**src/hdl/midi_pkg.sv**
```systemverilog
// constants, field positions and state types of the serial music port
package midi_pkg;

	// ------------------------------------------------------------
	// host register offsets
	// ------------------------------------------------------------
	localparam logic [1:0] OFS_DATA = 2'h0;
	localparam logic [1:0] OFS_STAT = 2'h1;
	localparam logic [1:0] OFS_CTRL = 2'h2;

	// ------------------------------------------------------------
	// port_status bit positions
	// ------------------------------------------------------------
	localparam int ST_RX_EMPTY = 7;
	localparam int ST_TX_FULL  = 6;
	localparam int ST_RX_FULL  = 5;
	localparam int ST_MODE     = 4;
	localparam int ST_OVERRUN  = 3;
	localparam int ST_TX_AVAIL = 2;

	// ------------------------------------------------------------
	// enhanced_control bit positions and reset value
	// ------------------------------------------------------------
	localparam int CT_LOOP     = 7;
	localparam int CT_THRU     = 6;
	localparam int CT_PT_TX    = 4;
	localparam int CT_RX_IE    = 3;
	localparam int CT_MASK     = 2;
	localparam int CT_TX_IE    = 1;
	localparam int CT_RX_FIFO  = 0;
	localparam logic [7:0] CTRL_RESET = 8'h09;
	localparam logic [7:0] CTRL_WMASK = 8'hDF;

	// ------------------------------------------------------------
	// command codes and replies
	// ------------------------------------------------------------
	localparam logic [7:0] CMD_UART  = 8'h3F;
	localparam logic [7:0] CMD_RESET = 8'hFF;
	localparam logic [7:0] ACK_BYTE  = 8'hFE;

	// ------------------------------------------------------------
	// serial timing: 31.25 kbaud at 125 MHz
	// ------------------------------------------------------------
	localparam int CLK_PERIOD_NS = 8;
	localparam int BIT_TIME_NS   = 32000;
	localparam int BIT_CYC       = BIT_TIME_NS / CLK_PERIOD_NS;
	localparam int CNT_W         = 12;
	localparam logic [CNT_W-1:0] BIT_LAST  = CNT_W'(BIT_CYC - 1);
	localparam logic [CNT_W-1:0] HALF_LAST = CNT_W'(BIT_CYC / 2 - 1);
	localparam logic [3:0] FRAME_BITS = 4'hA;
	localparam logic [3:0] DATA_BITS  = 4'h8;

	// ------------------------------------------------------------
	// buffering
	// ------------------------------------------------------------
	localparam int DATA_W     = 8;
	localparam int FIFO_DEPTH = 8;

	typedef enum logic [3:0] {
		RX_IDLE  = 4'b0001,
		RX_START = 4'b0010,
		RX_DATA  = 4'b0100,
		RX_STOP  = 4'b1000
	} rx_state_t;

	typedef enum logic [1:0] {
		TX_IDLE = 2'b01,
		TX_SEND = 2'b10
	} tx_state_t;

endpackage

```
**src/hdl/byte_fifo.sv**
```systemverilog
// first-in first-out buffer with valid/ready on both sides and a flush
module byte_fifo #(
	parameter int WIDTH = 8,
	parameter int DEPTH = 8
) (
	input  wire logic                     clk_i,
	input  wire logic                     srst_i,
	input  wire logic                     flush_i,
	input  wire logic                     in_valid_i,
	output logic                          in_ready_o,
	input  wire logic [WIDTH-1:0]         in_data_i,
	output logic                          out_valid_o,
	input  wire logic                     out_ready_i,
	output logic [WIDTH-1:0]              out_data_o,
	output logic [$clog2(DEPTH):0]        level_o
);
	localparam int AW = $clog2(DEPTH);

	logic [WIDTH-1:0] mem [DEPTH];
	logic [AW:0]      wr_q, wr_d;
	logic [AW:0]      rd_q, rd_d;
	logic             push;
	logic             pop;

	// ------------------------------------------------------------
	// flags: pointers carry one extra wrap bit
	// ------------------------------------------------------------
	assign level_o     = wr_q - rd_q;
	assign in_ready_o  = (level_o != (AW+1)'(DEPTH));
	assign out_valid_o = (wr_q != rd_q);
	assign out_data_o  = mem[rd_q[AW-1:0]];
	assign push        = in_valid_i & in_ready_o & ~flush_i;
	assign pop         = out_valid_o & out_ready_i & ~flush_i;

	// next pointers; flush drops everything stored
	always_comb begin
		wr_d = wr_q;
		rd_d = rd_q;
		if (flush_i) begin
			wr_d = '0;
			rd_d = '0;
		end else begin
			if (push)
				wr_d = wr_q + 1'b1;
			if (pop)
				rd_d = rd_q + 1'b1;
		end
	end

	always_ff @(posedge clk_i) begin
		if (srst_i) begin
			wr_q <= '0;
			rd_q <= '0;
		end else begin
			wr_q <= wr_d;
			rd_q <= rd_d;
		end
	end

	// storage needs no reset; only pointers matter
	always_ff @(posedge clk_i) begin
		if (push)
			mem[wr_q[AW-1:0]] <= in_data_i;
	end

endmodule

```
**src/hdl/midi_port.sv**
```systemverilog
// serial music port: host registers, receive and transmit engines, routing
//
// Function
// - data read pops received byte or reply
// - data write queues byte for transmit
// - offset one: write command, read status
// - status bit7 receive empty, resets high
// - status bit6 transmit side full
// - status bit5 receive fifo full, zero disabled
// - status bit4 shows uart mode
// - status bit3 overrun, cleared by status read
// - status bit2 transmit fifo holds data, zero disabled
// - control bit7 loops transmit into receive
// - control bit6 mirrors receive pin out
// - control bit4 allows pass-through transmit
// - control bit3 enables receive interrupt
// - control bit2 holds transmit pin high
// - control bit1 enables transmit-empty interrupt
// - control bit0 enables receive and transmit fifos in pass-through
// - command FFh resets port to pass-through
// - command 3Fh enters uart, acknowledges FEh
// - overrun keeps old data, drops new
module midi_port
	import midi_pkg::*;
#(
	parameter int DEPTH = midi_pkg::FIFO_DEPTH
) (
	input  wire logic                     clk_i,
	input  wire logic                     srst_i,
	input  wire logic [1:0]               addr_i,
	input  wire logic                     rd_i,
	input  wire logic                     wr_i,
	input  wire logic [midi_pkg::DATA_W-1:0] wdata_i,
	output logic [midi_pkg::DATA_W-1:0]   rdata_o,
	output logic                          irq_o,
	input  wire logic                     serial_rx_pin_i,
	output logic                          serial_tx_pin_o
);
	import midi_pkg::*;

	localparam int LW = $clog2(DEPTH) + 1;

	// ------------------------------------------------------------
	// declarations
	// ------------------------------------------------------------
	logic              rx_s1_q;
	logic              rx_s2_q;
	logic              rx_line;
	logic              tx_line;

	logic [7:0]        ctrl_q, ctrl_d;
	logic              mode_q, mode_d;
	logic              ovr_q, ovr_d;
	logic              ack_q, ack_d;
	logic [7:0]        rdata_q, rdata_d;
	logic              irq_q, irq_d;
	logic              pin_q, pin_d;
	logic              flush;

	rx_state_t         rx_st_q, rx_st_d;
	logic [CNT_W-1:0]  rx_cnt_q, rx_cnt_d;
	logic [3:0]        rx_bit_q, rx_bit_d;
	logic [7:0]        rx_sh_q, rx_sh_d;
	logic              rx_done_q, rx_done_d;

	tx_state_t         tx_st_q, tx_st_d;
	logic [CNT_W-1:0]  tx_cnt_q, tx_cnt_d;
	logic [3:0]        tx_bit_q, tx_bit_d;
	logic [9:0]        tx_sh_q, tx_sh_d;

	logic              fifo_en;
	logic              tx_en;
	logic              rd_data;
	logic              rd_stat;
	logic              wr_data;
	logic              wr_cmd;
	logic              wr_ctrl;

	logic              rxf_in_valid;
	logic              rxf_in_ready;
	logic [7:0]        rxf_in_data;
	logic              rxf_valid;
	logic              rxf_pop;
	logic [7:0]        rxf_data;
	logic [LW-1:0]     rxf_level;
	logic              rx_full;

	logic              txf_push;
	logic              txf_in_ready;
	logic              txf_valid;
	logic              txf_pop;
	logic [7:0]        txf_data;
	logic [LW-1:0]     txf_level;
	logic              tx_full;

	logic [7:0]        status;

	// ------------------------------------------------------------
	// pin synchroniser
	// ------------------------------------------------------------

	// two flops before anything looks at the receive pin
	always_ff @(posedge clk_i) begin
		if (srst_i) begin
			rx_s1_q <= 1'b1;
			rx_s2_q <= 1'b1;
		end else begin
			rx_s1_q <= serial_rx_pin_i;
			rx_s2_q <= rx_s1_q;
		end
	end

	// ------------------------------------------------------------
	// host access decode and capacity
	// ------------------------------------------------------------
	assign rd_data = rd_i & (addr_i == OFS_DATA);
	assign rd_stat = rd_i & (addr_i == OFS_STAT);
	assign wr_data = wr_i & (addr_i == OFS_DATA);
	assign wr_cmd  = wr_i & (addr_i == OFS_STAT);
	assign wr_ctrl = wr_i & (addr_i == OFS_CTRL);

	// uart mode always buffers; pass-through only if asked
	assign fifo_en = mode_q | ctrl_q[CT_RX_FIFO];
	// pass-through sends only when the host allows it
	assign tx_en   = mode_q | ctrl_q[CT_PT_TX];

	// without fifos each side holds a single byte
	assign rx_full = fifo_en ? ~rxf_in_ready : (rxf_level != '0);
	assign tx_full = fifo_en ? ~txf_in_ready : (txf_level != '0);

	// loopback feeds our own transmit line into the receiver
	assign rx_line = ctrl_q[CT_LOOP] ? tx_line : rx_s2_q;
	assign tx_line = tx_sh_q[0];

	// ------------------------------------------------------------
	// receive fifo: engine bytes win over acknowledges
	// ------------------------------------------------------------
	assign rxf_in_valid = (rx_done_q | ack_q) & ~rx_full;
	assign rxf_in_data  = rx_done_q ? rx_sh_q : ACK_BYTE;
	assign rxf_pop      = rd_data;

	byte_fifo #(
		.WIDTH (DATA_W),
		.DEPTH (DEPTH)
	) rx_fifo (
		.clk_i       (clk_i),
		.srst_i      (srst_i),
		.flush_i     (flush),
		.in_valid_i  (rxf_in_valid),
		.in_ready_o  (rxf_in_ready),
		.in_data_i   (rxf_in_data),
		.out_valid_o (rxf_valid),
		.out_ready_i (rxf_pop),
		.out_data_o  (rxf_data),
		.level_o     (rxf_level)
	);

	// ------------------------------------------------------------
	// transmit fifo: engine drains it and stalls while busy
	// ------------------------------------------------------------
	assign txf_push = wr_data & ~tx_full;
	assign txf_pop  = (tx_st_q == TX_IDLE) & tx_en;

	byte_fifo #(
		.WIDTH (DATA_W),
		.DEPTH (DEPTH)
	) tx_fifo (
		.clk_i       (clk_i),
		.srst_i      (srst_i),
		.flush_i     (flush),
		.in_valid_i  (txf_push),
		.in_ready_o  (txf_in_ready),
		.in_data_i   (wdata_i),
		.out_valid_o (txf_valid),
		.out_ready_i (txf_pop),
		.out_data_o  (txf_data),
		.level_o     (txf_level)
	);

	// ------------------------------------------------------------
	// status byte
	// ------------------------------------------------------------
	always_comb begin
		status              = 8'h00;
		status[ST_RX_EMPTY] = ~rxf_valid;
		status[ST_TX_FULL]  = tx_full;
		status[ST_RX_FULL]  = fifo_en & ~rxf_in_ready;
		status[ST_MODE]     = mode_q;
		status[ST_OVERRUN]  = ovr_q;
		status[ST_TX_AVAIL] = fifo_en & txf_valid;
	end

	// ------------------------------------------------------------
	// host registers, commands and outputs
	// ------------------------------------------------------------

	// a reset command empties both buffers at once
	assign flush = wr_cmd & (wdata_i == CMD_RESET);

	always_comb begin
		ctrl_d  = ctrl_q;
		mode_d  = mode_q;
		ack_d   = ack_q;
		ovr_d   = ovr_q;
		rdata_d = rdata_q;
		// acknowledge leaves once written or dropped
		if (ack_q & ~rx_done_q)
			ack_d = 1'b0;
		if (wr_ctrl)
			ctrl_d = wdata_i & CTRL_WMASK;
		if (wr_cmd) begin
			if (wdata_i == CMD_RESET) begin
				mode_d = 1'b0;
				ovr_d  = 1'b0;
				ack_d  = ~mode_q;
			end else if (~mode_q) begin
				// every pass-through command is acknowledged
				ack_d  = 1'b1;
				if (wdata_i == CMD_UART)
					mode_d = 1'b1;
			end
		end
		// status read clears, but a new overrun wins
		if (rd_stat)
			ovr_d = 1'b0;
		if ((rx_done_q & rx_full) | (ack_q & ~rx_done_q & rx_full))
			ovr_d = 1'b1;
		if (rd_data)
			rdata_d = rxf_valid ? rxf_data : 8'h00;
		else if (rd_stat)
			rdata_d = status;
		else if (rd_i & (addr_i == OFS_CTRL))
			rdata_d = ctrl_q;
		else if (rd_i)
			rdata_d = 8'h00;
	end

	// interrupt and pin are registered so outputs never glitch
	always_comb begin
		irq_d = (ctrl_q[CT_RX_IE] & rxf_valid)
			| (ctrl_q[CT_TX_IE] & ~txf_valid);
		if (ctrl_q[CT_MASK])
			pin_d = 1'b1;
		else if (ctrl_q[CT_THRU])
			pin_d = rx_s2_q;
		else
			pin_d = tx_line;
	end

	always_ff @(posedge clk_i) begin
		if (srst_i) begin
			ctrl_q  <= CTRL_RESET;
			mode_q  <= 1'b0;
			ovr_q   <= 1'b0;
			ack_q   <= 1'b0;
			rdata_q <= 8'h00;
			irq_q   <= 1'b0;
			pin_q   <= 1'b1;
		end else begin
			ctrl_q  <= ctrl_d;
			mode_q  <= mode_d;
			ovr_q   <= ovr_d;
			ack_q   <= ack_d;
			rdata_q <= rdata_d;
			irq_q   <= irq_d;
			pin_q   <= pin_d;
		end
	end

	assign rdata_o         = rdata_q;
	assign irq_o           = irq_q;
	assign serial_tx_pin_o = pin_q;

	// ------------------------------------------------------------
	// receive engine: start bit checked at mid-bit
	// ------------------------------------------------------------
	always_comb begin
		rx_st_d   = rx_st_q;
		rx_cnt_d  = rx_cnt_q;
		rx_bit_d  = rx_bit_q;
		rx_sh_d   = rx_sh_q;
		rx_done_d = 1'b0;
		case (rx_st_q)
			RX_IDLE: begin
				if (~rx_line) begin
					rx_st_d  = RX_START;
					rx_cnt_d = HALF_LAST;
				end
			end
			RX_START: begin
				if (rx_cnt_q != '0)
					rx_cnt_d = rx_cnt_q - 1'b1;
				else if (rx_line)
					rx_st_d = RX_IDLE;  // glitch, not a start bit
				else begin
					rx_st_d  = RX_DATA;
					rx_cnt_d = BIT_LAST;
					rx_bit_d = 4'h0;
				end
			end
			RX_DATA: begin
				if (rx_cnt_q != '0)
					rx_cnt_d = rx_cnt_q - 1'b1;
				else begin
					rx_sh_d  = {rx_line, rx_sh_q[7:1]};
					rx_bit_d = rx_bit_q + 1'b1;
					rx_cnt_d = BIT_LAST;
					if (rx_bit_q == DATA_BITS - 4'h1)
						rx_st_d = RX_STOP;
				end
			end
			RX_STOP: begin
				if (rx_cnt_q != '0)
					rx_cnt_d = rx_cnt_q - 1'b1;
				else begin
					// framing errors are dropped silently
					rx_done_d = rx_line;
					rx_st_d   = RX_IDLE;
				end
			end
			default: rx_st_d = RX_IDLE;
		endcase
	end

	always_ff @(posedge clk_i) begin
		if (srst_i) begin
			rx_st_q   <= RX_IDLE;
			rx_cnt_q  <= '0;
			rx_bit_q  <= 4'h0;
			rx_sh_q   <= 8'h00;
			rx_done_q <= 1'b0;
		end else begin
			rx_st_q   <= rx_st_d;
			rx_cnt_q  <= rx_cnt_d;
			rx_bit_q  <= rx_bit_d;
			rx_sh_q   <= rx_sh_d;
			rx_done_q <= rx_done_d;
		end
	end

	// ------------------------------------------------------------
	// transmit engine: one start, eight data, one stop
	// ------------------------------------------------------------
	always_comb begin
		tx_st_d  = tx_st_q;
		tx_cnt_d = tx_cnt_q;
		tx_bit_d = tx_bit_q;
		tx_sh_d  = tx_sh_q;
		case (tx_st_q)
			TX_IDLE: begin
				if (txf_pop & txf_valid) begin
					tx_st_d  = TX_SEND;
					tx_sh_d  = {1'b1, txf_data, 1'b0};
					tx_cnt_d = BIT_LAST;
					tx_bit_d = 4'h0;
				end
			end
			TX_SEND: begin
				if (tx_cnt_q != '0)
					tx_cnt_d = tx_cnt_q - 1'b1;
				else begin
					tx_sh_d  = {1'b1, tx_sh_q[9:1]};
					tx_cnt_d = BIT_LAST;
					tx_bit_d = tx_bit_q + 1'b1;
					if (tx_bit_q == FRAME_BITS - 4'h1)
						tx_st_d = TX_IDLE;
				end
			end
			default: tx_st_d = TX_IDLE;
		endcase
	end

	always_ff @(posedge clk_i) begin
		if (srst_i) begin
			tx_st_q  <= TX_IDLE;
			tx_cnt_q <= '0;
			tx_bit_q <= 4'h0;
			tx_sh_q  <= 10'h3FF;
		end else begin
			tx_st_q  <= tx_st_d;
			tx_cnt_q <= tx_cnt_d;
			tx_bit_q <= tx_bit_d;
			tx_sh_q  <= tx_sh_d;
		end
	end

endmodule

```
**config.mk**
```make
export PLATFORM = sky130hd
export DESIGN_NAME = midi_port
export DESIGN_NICKNAME = d
export VERILOG_FILES = /design/src/hdl/midi_pkg.sv /design/src/hdl/byte_fifo.sv /design/src/hdl/midi_port.sv
export SDC_FILE = /design/constraint.sdc
export NUM_CORES = 1
export LEC_CHECK = 0
export BUFFER_PORTS_ARGS = -buffer_cell sky130_fd_sc_hd__buf_4
export CAP_MARGIN = 10
export CORE_UTILIZATION = 35
export CTS_CLUSTER_SIZE = 12
export DETAILED_ROUTE_END_ITERATION = 12
export PLACE_DENSITY = 0.6
export SYNTH_ARGS = -nofsm -noshare
export SYNTH_HDL_FRONTEND = slang
export SYNTH_SLANG_ARGS = --single-unit
```
**constraint.sdc**
```tcl
create_clock -name clk_i -period 2.85 [get_ports clk_i]
set_input_delay 0.285 -clock clk_i [delete_from_list [all_inputs] [get_ports clk_i]]
set_output_delay 0.285 -clock clk_i [all_outputs]
set_load 0.1 [all_outputs]
```
# Word level (Yosys, flattened, before mapping)
# Memories as Yosys holds them, arrays and structs flattened. A register that Yosys moved wholly into a read port is not among the register bits.
# Cells that the tools add are included.
[totals]
reg_bits = 95
latchBits = 0
ram_bits = 128
mem_bits_ro = 0
in_bits = 15
n_memories = 2
[memory_table]
columns = ["name", "words", "width", "read_ports", "rd_ports_with_merged_regs", "write_ports", "line_no", "rtl"]
rows = [
  ["rx_fifo.mem", 8, 8, 1, 1, 1, "byte_fifo.sv:19", "logic [WIDTH-1:0] mem [DEPTH];"],
  ["tx_fifo.mem", 8, 8, 1, 1, 1, "byte_fifo.sv:19", ""],
]
[op_classes]
add_sub_neg = 10
mul = 0
n_div = 0
order_cmp = 0
eq_ne = 27
shift = 0
n_mux = 59
bitwise_logic = 41
reduce_logical = 22
[ops]
columns = ["operator", "n"]
rows = [
  ["12-bit 2-to-1 mux", 7],
  ["8-bit 2-to-1 mux", 6],
  ["12-bit case mux with 4 select lines", 1],
  ["4-bit 2-to-1 mux", 10],
  ["1-bit AND", 25],
  ["4-bit by 1-bit adder with 4-bit output, second input constant", 6],
  ["12-bit case mux with 2 select lines", 1],
  ["12-bit nonzero test", 2],
  ["12-bit by 1-bit subtractor with 12-bit output, second input constant", 2],
  ["10-bit 2-to-1 mux", 2],
  ["10-bit case mux with 2 select lines", 1],
  ["1-bit 2-to-1 mux", 19],
  ["2-bit != test, second input constant", 9],
  ["4-bit case mux with 2 select lines", 2],
  ["4-bit case mux with 4 select lines", 1],
  ["4-bit nonzero test", 4],
  ["3-bit 2-to-1 mux", 5],
  ["1-bit inverter", 11],
  ["4-bit by 3-bit equality test with 1-bit output, second input constant", 2],
  ["4-bit equality test, second input constant", 2],
  ["8-bit by 6-bit equality test with 1-bit output, second input constant", 1],
  ["8-bit equality test, second input constant", 1],
  ["4-bit != test", 2],
  ["4-bit != test, second input constant", 2],
  ["19 further kinds", 35],
]

# Depth between registers and ports, before layout
# Gate-level depths: netlist of the first run.
[depth]
depth_word = 10
mapped_depth = 9
depth_no_buf = 8

# Modules after synthesis
# From an unflattened synthesis of the first run, not the netlist that was laid out.
[unflattened]
hier_cells = 815
area_unflattened_um2 = 10017.1
[by_module_without_submodules]
columns = ["mod", "n_inst", "cells_each", "area_per_inst_um2", "seq_area_each_um2"]
rows = [
  ["midi_port", 1, 478, 3878.7, 1561.5],
  ["byte_fifo (rx_fifo)", 1, 168, 3075.4, 2142.1],
  ["byte_fifo (tx_fifo)", 1, 169, 3062.9, 2142.1],
]

# Worst setup path after synthesis of the first run
# No wires, ideal clock.
[synth_timing]
path_kind = "register to register"
from = "register rx_fifo.rd_q[1]"
to = "memory rx_fifo.mem[4][0], enable pin"
setup_time_ns = 0.398
arrival_ns = 2.648
path_slack_ns = -0.196
stages_incl_launch_ff = 9
n_path_buf = 1
cell_sequence = "dfxtp_1 inv_1 ha_1 nor2b_1 or3_1 a31oi_1 o21ai_1 buf_2 nor4b_1"
[synth_between]
elab_chain_cells = 10
[synth_lines]
columns = ["item", "line_no", "rtl"]
rows = [
  ["start, declared", "byte_fifo.sv:21", "logic [AW:0] rd_q, rd_d;"],
  ["start signal, assigned", "byte_fifo.sv:56", "rd_q <= rd_d;"],
  ["4-bit subtractor (*)", "byte_fifo.sv:28", "assign level_o = wr_q - rd_q;"],
  ["4-bit != test", "byte_fifo.sv:29", "assign in_ready_o = (level_o != (AW+1)'(DEPTH));"],
  ["1-bit inverter", "midi_port.sv:128", "assign rx_full = fifo_en ? ~rxf_in_ready : (rxf_level != '0);"],
  ["1-bit 2-to-1 mux", "midi_port.sv:128", ""],
  ["1-bit inverter", "midi_port.sv:138", "assign rxf_in_valid = (rx_done_q | ack_q) & ~rx_full;"],
  ["1-bit AND", "midi_port.sv:138", ""],
  ["1-bit AND (*) (2 in a row)", "byte_fifo.sv:32", "assign push = in_valid_i & in_ready_o & ~flush_i;"],
  ["1-bit 2-to-1 mux (*)", "byte_fifo.sv:62", "if (push)"],
  ["1-bit 2-to-1 mux (implied by the code) (*)", "byte_fifo.sv:63", "mem[wr_q[AW-1:0]] <= in_data_i;"],
  ["end, declared", "byte_fifo.sv:19", ""],
]
# Mark *: on every way between the ends. The rest lies on a longest branch, timed or not.

# Worst setup path in the final report of the first run
[layout_timing]
from = "register rx_fifo.rd_q[1]"
to = "memory rx_fifo.mem[4][6], enable pin"
# The elaborated chain is that of the path after synthesis.

==> out/qor.csv, run 1 <==
metric,value,unit
syn_nets,813,
drtIter0Drc,392,
synth_adder_area_share,2.18,%
place_congestion,0.803,
clock-root-buffer,clkbuf_16,
critPathTopFamily,simple AND/OR/NAND/NOR gates,
grt_max_degree,42,
min_path_cells,1,
min_period,2.63,ns
netlist_instances,781,
worstMarginPinSlew,0.813,ns
final_hold_viol_count,0,
port-buffer-count,24,
vias,6164,
core.rowCount,60,
drv_cap,0,
layout.nets,860,
ios,25,
synthXorXnorAreaFrac,1.86,%
vias_per_cell,5.06,
drc_errors,0,
synth-seq-cells,228,
drive_above_1_share,18.6,%
cts_htree_levels,1,
path_clk_slew,0.06,ns
synth_area,9780,um^2
hp-class,in -> reg,
drv_slew,0,
ir_drop,0.431,mV
worst_ep_required_time,3.07,ns
skew,0.0133,ns
wirelength,19.9,mm
synth.avg_cell_area,12.5,um^2
synthSimpleGateAreaFrac,12.9,%
setup_viol,0,
slew_headroom,45.1,%
synth_flop_cell,edfxtp_1,
postRouteAntennaNets,0,
p_per_area,612,nW/um^2
yosysWarnings,0,
wl_per_cell,16.4,um
hold-path-endpoint,tx_fifo.mem[1][5]$_DFFE_PP_,
synth_edf_count,128,
grt_pass1_wl,32.0,mm
synth_compound_area_share,9.52,%
cts_tree,built,
r2r_end,rx_fifo.mem[4][6]$_DFFE_PP_,
dieArea,28600,um^2
crit_chain,"inv_1, ha_1, nor2b_1, or3_1, a31oi_1, o21ai_2, buf_4, nor4b_2, buf_4",
placeableCoreArea,27200,um^2
max_freq,380,MHz
grt_pass1_vias,5978,
die_y,169,um
die_x,169,um
postLayoutCellArea,11300,um^2
cts_sinks,228,
critical_path.slowest_cell,dfxtp_1,
grt.overflow.total,0,
grt_usage,14.1,%
rsz0062_at_grt,no,
end_kind,flop,
antenna_found_initial,0,
cp-startpoint,rx_fifo.rd_q[1]$_SDFFE_PP0P_,
dr.pass1.iters,5,
clk_path_buf_depth,3,
worstSetupPathType,reg -> reg,
synth_top_family_by_area,simple AND/OR/NAND/NOR gates,
synth.area.mux_share,10.9,%
diodes,0,
finalPower,6.93,mW
worst-path-buf-inv,3,
cp_max_fo,8,
status,"complete, no violations",
reg2reg_from,rx_fifo.rd_q[1]$_SDFFE_PP0P_,
ys_types,64,
initial_core_util,36.0,%
area_growth,15.9,%
clock_latency,0.51,ns
finalCritPeriodShare,92.4,%
async_reset_ff_share,0,%
fin_setup_tns,0,ns
worstRegToRegCells,9,
rrSetupSlack,0.22,ns
numCtsBuffers,25,
cpMostUsedCell,buf_4,
leakage,3.65,nW
post-cts-setup-buffer-count,0,
critPathMaxStageDelay,0.37,ns
ys_seq_area_share,59.8,%
hold_start,wdata_i[5],
dp_hpwl,13.6,mm
placed_area,10500,um^2
crit_arrival,2.85,ns
worstSetupStartpointType,flop,
==> per-layer routing <==
metal / GRT usage (%) / share of wire, %
met1: 19.8 / 48
met3: 2.45 / 4.0
met5: 0 / 0
met2: 22.1 / 45
met4: 4.66 / 2.6
==> Yosys cell counts, types with 4 or more instances <==
cell type / number / area, um^2
nor3_1: 19 / 95.1
nand3_1: 13 / 65.1
nand2_1: 47 / 176
edfxtp_1: 128 / 3840
nor4_1: 17 / 106
nor2_1: 78 / 293
or3_1: 7 / 43.8
a211oi_1: 8 / 60.1
dfxtp_1: 100 / 2000
nand2b_1: 16 / 100
a31oi_1: 9 / 56.3
o21ai_0: 30 / 150
mux2_2: 8 / 90.1
and2_1: 8 / 50.1
o211ai_1: 5 / 37.5
a311oi_1: 13 / 114
o21bai_1: 4 / 30.0
ha_1: 17 / 213
xnor2_1: 11 / 96.3
clkbuf_1: 21 / 78.8
inv_1: 20 / 75.1
a21oi_1: 47 / 235
nor2b_1: 8 / 50.1
nand3b_1: 5 / 37.5
xor2_1: 7 / 61.3
a22oi_1: 6 / 45.0
and3_1: 6 / 37.5
nor4b_1: 5 / 43.8
nand4_1: 7 / 43.8
buf_2: 9 / 45.0
mux4_2: 32 / 721
mux2i_1: 25 / 250
==> layout make-up <==
cell class | count | area (um^2)
clock buffers | 35 | 673
flip-flops and latches | 228 | 5850
fillers | 2560 | 15800
well taps | 372 | 465
repair buffers | 60 | 453
clock inverters | 10 | 96.3
multi-input cells | 493 | 3720
inverters | 20 | 75.1
==> power breakdown <==
group / switching, mW / internal [mW] / total [mW]
clock network: 1.23 / 1.82 / 3.05
logic: 0.241 / 0.124 / 0.365
registers: 0.0289 / 3.49 / 3.52
total: 1.50 / 5.43 / 6.93
==> metrics by stage <==
step           hold slack [ns]  instances  setup slack, ns  utilization [%]
6_report                0.0327       1218            0.217             41.7
5_1_grt                 0.0352       1218           0.0105             41.7
4_1_cts                 0.0110       1218            0.112             41.7
3_5_place_dp             0.435       1172            0.118             38.8
3_3_place_gp             0.439       1172            0.219             38.8
2_1_floorplan            0.384        781           -0.196                -
==> how the worst max path moves through the flow <==
stage / end / depth (start not counted)
2_1_floorplan: rx_fifo.mem[4][0]$_DFFE_PP_ / 8
3_3_place_gp: rx_fifo.mem[7][3]$_DFFE_PP_ / 7
3_5_place_dp: rx_fifo.mem[7][3]$_DFFE_PP_ / 7
4_1_cts: rx_fifo.mem[7][2]$_DFFE_PP_ / 7
5_1_grt: rx_fifo.mem[5][7]$_DFFE_PP_ / 9
6_report: rx_fifo.mem[4][6]$_DFFE_PP_ / 9
==> state kept, by name (all words and copies together) (netlist names), 4 cells and up, named ones only <==
name	cells
rx_fifo.mem	64
tx_fifo.mem	64
rx_cnt_q	12
tx_cnt_q	12
tx_sh_q	9
rdata_o	8
rx_sh_q	8
ctrl_q	7
rx_bit_q	4
rx_fifo.rd_q	4
rx_fifo.wr_q	4
rx_st_q	4
tx_bit_q	4
tx_fifo.rd_q	4
tx_fifo.wr_q	4
==> layout by cell type, fill, tap and decap left out, types with 6 or more instances in the layout <==
cell and n:
or3_1 7, a22oi_1 6, nand3_1 13, nor2b_1 8
clkbuf_1 9, a21oi_1 47, nand4_1 7, mux4_2 32
clkbuf_16 25, xor2_1 7, dfxtp_1 100, nor2_1 77
nand2_1 47, nor4_2 9, a311oi_1 13, a31oi_1 9
nand2b_1 16, and3_1 6, and2_1 8, edfxtp_1 128
a211oi_1 8, nor3_1 19, inv_1 20, ha_1 17
o21ai_0 30, xnor2_1 11, mux2i_1 25, buf_4 59
nor4_1 8, mux2_2 8
==> timing repair <==
action,4_1_cts,5_1_grt
hold buffers,1,0
hold endpoints to repair,1,0
resized for setup,0,2
endpoints found under the setup margin,0,32
==> kinds of logic (layout without fill, tap and decap cells) <==
kind of cell | Yosys count | in the layout
AND/OR/NAND/NOR | 249 | 249
flip-flops | 228 | 228
AO/OA/AOI/OAI | 143 | 143
multiplexers | 65 | 65
buffers and inverters | 60 | 125
XOR/XNOR | 19 | 19
adder cells (fa/ha/maj) | 17 | 17
==> worst register-to-register path, delay by kind of cell (launching register included) <==
kind                     cells  cell delay (ns)
AND/OR/NAND/NOR              3             0.73
buffers and inverters        3             0.48
AO/OA/AOI/OAI                2             0.45
flip-flops                   1             0.37
adder cells (fa/ha/maj)      1             0.31
No activity file was read; power rests on OpenSTA's default activity.
==> run 2, diff against run 1 <==
--- a/config.mk
+++ b/config.mk
@@ -10,6 +10,7 @@
 export CORE_UTILIZATION = 35
 export CTS_CLUSTER_SIZE = 12
 export DETAILED_ROUTE_END_ITERATION = 12
+export MAX_ROUTING_LAYER = met4
 export PLACE_DENSITY = 0.6
 export SYNTH_ARGS = -nofsm -noshare
 export SYNTH_HDL_FRONTEND = slang
==> run 2 against run 1 <==
  * Non-clock buffer count is the same
  * Combinational power is essentially flat
  * Largest power group unchanged
  * Highest routed layer unchanged
  * Fmax about the same
  * Sequential share of layout area unchanged
  * Largest cell class unchanged
  * Clock power hardly changed
  * Utilization stayed put
  * Worst setup slack got worse by 0.00077 ns
  * Die area unchanged
==> out/qor.csv, run 2 (same netlist as run 1, synthesis figures left out) <==
metric,value,unit,change
grt_usage,14.5,%,was 14.1%
drc_errors,0,,unchanged
max_freq,380,MHz,about the same
critPathTopFamily,simple AND/OR/NAND/NOR gates,,unchanged
postLayoutCellArea,11300,um^2,unchanged
path_clk_slew,0.06,ns,about the same
placeableCoreArea,27200,um^2,unchanged
pwr-share-seq,50.7,%,about the same
dr.pass1.iters,5,,unchanged
fin_setup_tns,0,ns,unchanged
clock-root-buffer,clkbuf_16,,unchanged
comb_power_share,5.3,%,about the same
initial_core_util,36.0,%,unchanged
layout_common_cells,"edfxtp_1 (128), dfxtp_1 (100), nor2_1 (77)",,unchanged
worst-path-buf-inv,3,,unchanged
clk_path_buf_depth,3,,unchanged
drive_above_1_share,18.6,%,unchanged
rsz0062_at_grt,no,,unchanged
ios,25,,unchanged
critical_path.slowest_cell,dfxtp_1,,unchanged
area_growth,15.9,%,unchanged
finalNonFillerCells,1218,,unchanged
grt_max_degree,42,,unchanged
cts_htree_levels,1,,unchanged
placed_area,10500,um^2,unchanged
worst_ep_required_time,3.07,ns,about the same
finalPower,6.94,mW,was 6.93 mW
die_y,169,um,unchanged
clock_latency,0.51,ns,about the same
final_common_cell,edfxtp_1,,unchanged
hp-class,in -> reg,,unchanged
dp.cells,1172,,unchanged
wl_per_cell,16.3,um,was 16.4 um
cp_max_fo,8,,unchanged
vias_per_cell,5.07,,was 5.06
vias,6171,,"was 6,164"
p_int,5.43,mW,about the same
critPathMaxStageDelay,0.37,ns,about the same
status,"complete, no violations",,unchanged
grt_pass1_vias,5972,,"was 5,978"
crit_arrival,2.85,ns,about the same
worstSetupPathType,reg -> reg,,unchanged
p_sw_share,21.7,%,about the same
cts_sinks,228,,unchanged
layout.nets,860,,unchanged
setup_viol,0,,unchanged
core.rowCount,60,,unchanged
diodes,0,,unchanged
numCtsBuffers,25,,unchanged
finalCritPeriodShare,92.4,%,about the same
worstSetupStartpointType,flop,,unchanged
grt.overflow.total,0,,unchanged
place_congestion,0.817,,was 0.803
postRouteAntennaNets,0,,unchanged
min_period,2.63,ns,about the same
leakage,3.65,nW,unchanged
p_switching,1.51,mW,was 1.50 mW
wirelength,19.9,mm,about the same
slew_headroom,46.1,%,was 45.1%
grt_pass1_wl,32.1,mm,was 32.0 mm
ir_drop,0.427,mV,was 0.431 mV
drv_slew,0,,unchanged
die_x,169,um,unchanged
antenna_found_initial,0,,unchanged
dp_hpwl,13.6,mm,unchanged
worstMarginPinSlew,0.808,ns,was 0.813 ns
cts_tree,built,,unchanged
port-buffer-count,24,,unchanged
p_clk_share,44.0,%,about the same
cpMostUsedCell,buf_4,,unchanged
drtIter0Drc,400,,was 392
crit_chain,"inv_1, ha_1, nor2b_1, or3_1, a31oi_1, o21ai_2, buf_4, nor4b_2, buf_4",,unchanged
dieArea,28600,um^2,unchanged
skew,0.0141,ns,was 0.0133 ns
end_kind,flop,,unchanged
final_hold_viol_count,0,,unchanged
drv_cap,0,,unchanged
p_per_area,612,nW/um^2,about the same
-- run 2: metal layers --
layer | vias up | track usage [%] | wire length [um]
met2 | 99 | 22.1 | 9030
met3 | 32 | 2.43 | 715
met5 | - | - | 0
li1 | 3040 | - | -
met1 | 3000 | 19.8 | 9640
met4 | 0 | 4.66 | 515
-- run 2: path summary, 6_finish.rpt --
kind,startpoint,endpoint,slack [ns],cells past startpoint
max,rx_fifo.rd_q[1]$_SDFFE_PP0P_,rx_fifo.mem[4][6]$_DFFE_PP_,0.22,9
min,wdata_i[5],tx_fifo.mem[1][5]$_DFFE_PP_,0.03,1
max reg2reg,rx_fifo.rd_q[1]$_SDFFE_PP0P_,rx_fifo.mem[4][6]$_DFFE_PP_,0.22,9
min reg2reg,rx_s1_q$_SDFF_PP1_,rx_s2_q$_SDFF_PP1_,0.45,1
-- run 2: final cells by class --
class | instances | area, um^2
clock inverter | 10 | 96.3
fill | 2560 | 15800
multi-input combinational | 493 | 3720
timing repair buffer | 60 | 453
sequential | 228 | 5850
inverter | 20 | 75.1
tap | 372 | 465
clock buffer | 35 | 673
-- run 2: through the flow --
| stage | utilization [%] | setup WS, ns | hold slack [ns] |
|---|---|---|---|
| 2_1_floorplan | - | -0.196 | 0.384 |
| 3_3_place_gp | 38.8 | 0.219 | 0.439 |
| 3_5_place_dp | 38.8 | 0.118 | 0.435 |
| 4_1_cts | 41.7 | 0.112 | 0.0110 |
| 5_1_grt | 41.7 | 0.0115 | 0.0320 |
| 6_report | 41.7 | 0.216 | 0.0309 |
-- run 2: worst reg2reg max path, stage by stage, from the launching register on --
cell,delay (ns)
dfxtp_1,0.37
inv_1,0.06
ha_1,0.31
nor2b_1,0.17
or3_1,0.30
a31oi_1,0.29
o21ai_2,0.16
buf_4,0.19
nor4b_2,0.25
buf_4,0.23
-- run 2: power groups by stage --
stage | clock (mW) | sequential (mW) | combinational (mW)
after detailed placement | 0 | 3.59 | 0.363
final | 3.05 | 3.52 | 0.365
after global routing | 3.27 | 3.52 | 0.397
after CTS | 3.13 | 3.52 | 0.366
after floorplan | 0 | 3.63 | 0.206
after global placement | 0 | 3.59 | 0.358
-- run 2: repair_timing --
item                       CTS  global route
setup endpoints to repair    0            32
resized for setup            0             2
hold endpoints to repair     1             0
buffers inserted             0             0
hold buffers                 1             0
==> run 3, diff against run 2 <==
--- a/config.mk
+++ b/config.mk
@@ -10,8 +10,11 @@
 export CORE_UTILIZATION = 35
 export CTS_CLUSTER_SIZE = 12
 export DETAILED_ROUTE_END_ITERATION = 12
+export HOLD_SLACK_MARGIN = 0.12
 export MAX_ROUTING_LAYER = met4
 export PLACE_DENSITY = 0.6
+export REMOVE_ABC_BUFFERS = 1
+export SKIP_LAST_GASP = 1
 export SYNTH_ARGS = -nofsm -noshare
 export SYNTH_HDL_FRONTEND = slang
 export SYNTH_SLANG_ARGS = --single-unit
==> run 3 against run 2 <==
  * Total power is 1.2% higher
  * Critical path type unchanged
  * Largest cell class unchanged
  * Combinational power increased by 2%
  * Non-clock buffer count is 12 higher
  * Critical path depth fell by 2
  * Cell count rose by 1.2%
  * Fmax is 0.79% lower
  * Largest power group unchanged
  * Clock skew shrank 0.0035 ns
==> out/qor.csv, run 3 (same netlist as run 1, synthesis figures left out) <==
metric,value,unit,change
critPathMaxStageDelay,0.66,ns,was 0.37 ns
clock_latency,0.52,ns,was 0.51 ns
grt_pass1_vias,6239,,"was 5,972"
pwr-share-seq,50.1,%,was 50.7%
worst_ep_required_time,2.99,ns,was 3.07 ns
path_clk_slew,0.05,ns,was 0.06 ns
drc_errors,0,,unchanged
finalPower,7.02,mW,was 6.94 mW
port-buffer-count,24,,unchanged
setup_viol,0,,unchanged
grt.overflow.total,0,,unchanged
postRouteAntennaNets,0,,unchanged
place_congestion,0.818,,was 0.817
layout.nets,873,,was 860
ctsResizeCount,0,,unchanged
pre_cts_slack,0.195,ns,was 0.118 ns
die_x,169,um,unchanged
drv_slew,0,,unchanged
drive_above_1_share,19.2,%,was 18.6%
postCtsHoldBufs,11,,was 1
leakage,3.73,nW,was 3.65 nW
final_common_cell,edfxtp_1,,unchanged
p_per_area,611,nW/um^2,was 612 nW/um^2
clock-root-buffer,clkbuf_16,,unchanged
status,"complete, no violations",,unchanged
worstSetupStartpointType,flop,,unchanged
cts_sinks,228,,unchanged
end_kind,flop,,unchanged
grt_usage,15.2,%,was 14.5%
finalNonFillerCells,1233,,"was 1,218"
fin_ws,0.195,ns,was 0.216 ns
final_hold_viol_count,0,,unchanged
grt_pass1_wl,33.4,mm,was 32.1 mm
min_period,2.65,ns,was 2.63 ns
numCtsBuffers,26,,was 25
max_freq,377,MHz,was 380 MHz
die_y,169,um,unchanged
wl_per_cell,16.6,um,was 16.3 um
placeableCoreArea,27200,um^2,unchanged
dieArea,28600,um^2,unchanged
clk_path_buf_depth,3,,unchanged
vias,6228,,"was 6,171"
layout_common_cells,"edfxtp_1 (128), dfxtp_1 (100), nor2_1 (78)",,"was edfxtp_1 (128), dfxtp_1 (100), nor2_1 (77)"
finalCritPeriodShare,93.1,%,was 92.4%
worstMarginPinSlew,0.798,ns,was 0.808 ns
post-cts-setup-buffer-count,0,,unchanged
diodes,0,,unchanged
fill_cells,2570,,"was 2,560"
skew,0.0107,ns,was 0.0141 ns
fin_util,42.3,%,was 41.7%
crit_chain,"inv_1, ha_1, nor2b_1, or3_1, a31oi_1, o21ai_1, nor2_1",,"was inv_1, ha_1, nor2b_1, or3_1, a31oi_1, o21ai_2, buf_4, nor4b_2, buf_4"
p_switching,1.54,mW,was 1.51 mW
drv_cap,0,,unchanged
area_growth,17.5,%,was 15.9%
initial_core_util,36.0,%,unchanged
critical_path.slowest_cell,nor2_1,,was dfxtp_1
fin_setup_tns,0,ns,unchanged
comb_power_share,5.3,%,about the same
crit_arrival,2.80,ns,was 2.85 ns
worstSetupPathType,reg -> reg,,unchanged
hp-class,in -> reg,,unchanged
dp.cells,1174,,"was 1,172"
ir_drop,0.498,mV,was 0.427 mV
slew_headroom,46.6,%,was 46.1%
p_sw_share,21.9,%,was 21.7%
grt_max_degree,50,,was 42
vias_per_cell,5.05,,was 5.07
dp_hpwl,13.6,mm,about the same
cp_max_fo,8,,unchanged
core.rowCount,60,,unchanged
wirelength,20.4,mm,was 19.9 mm
cts_htree_levels,1,,unchanged
rsz0062_at_grt,no,,unchanged
antenna_found_initial,0,,unchanged
ios,25,,unchanged
p_int,5.48,mW,was 5.43 mW
cts_tree,built,,unchanged
p_clk_share,44.6,%,was 44.0%
drtIter0Drc,362,,was 400
dr.pass1.iters,5,,unchanged
[run 3: final cells by class]
cell class	count	area (um^2)	area share, %
Tap cell	372	465	4.05
Sequential cell	228	5850	50.9
Multi-Input combinational cell	493	3720	32.4
Clock buffer	34	719	6.26
Clock inverter	14	93.8	0.817
Timing Repair Buffer	72	568	4.95
Inverter	20	75.1	0.654
[run 3: path summary, 6_finish.rpt]
path,startpoint,endpoint,slack [ns],cells after the start
worst max-delay path,rx_fifo.rd_q[1]$_SDFFE_PP0P_,rx_fifo.mem[7][2]$_DFFE_PP_,0.20,7
worst min-delay path,srst_i,rx_sh_q[2]$_SDFFE_PP0P_,0.16,2
worst max register to register,rx_fifo.rd_q[1]$_SDFFE_PP0P_,rx_fifo.mem[7][2]$_DFFE_PP_,0.20,7
worst min register to register,rx_s1_q$_SDFF_PP1_,rx_s2_q$_SDFF_PP1_,0.46,1
[run 3: stage by stage]
stage	cell area [um^2]	hold WS, ns
6_report	11500	0.157
5_1_grt	11500	0.153
4_1_cts	11500	0.148
3_5_place_dp	10600	0.437
3_3_place_gp	10600	0.434
2_1_floorplan	9570	0.354
[run 3: power by group through the flow]
stage                     Clock [mW]  Combinational [mW]  Sequential, mW
final                           3.13               0.371            3.52
after global routing            3.35               0.407            3.52
after CTS                       3.22               0.373            3.52
after detailed placement           0               0.359            3.59
after global placement             0               0.355            3.59
after floorplan                    0               0.168            3.64
[run 3: critical path: cells and delay by family (launching register included)]
family                     cells  cell delay [ns]
AOI/OAI and AO/OA              2             0.39
adders and majority gates      1             0.32
DFF                            1             0.36
and+or+nand+nor                3             1.15
buffers and inverters          1             0.06
[run 3: metal layers]
layer	GRT usage (%)	routed length [um]	vias up
met5	-	0	-
met4	3.92	368	0
met3	2.17	622	32
met2	24.9	9760	96
met1	19.8	9680	3031
li1	-	-	3069
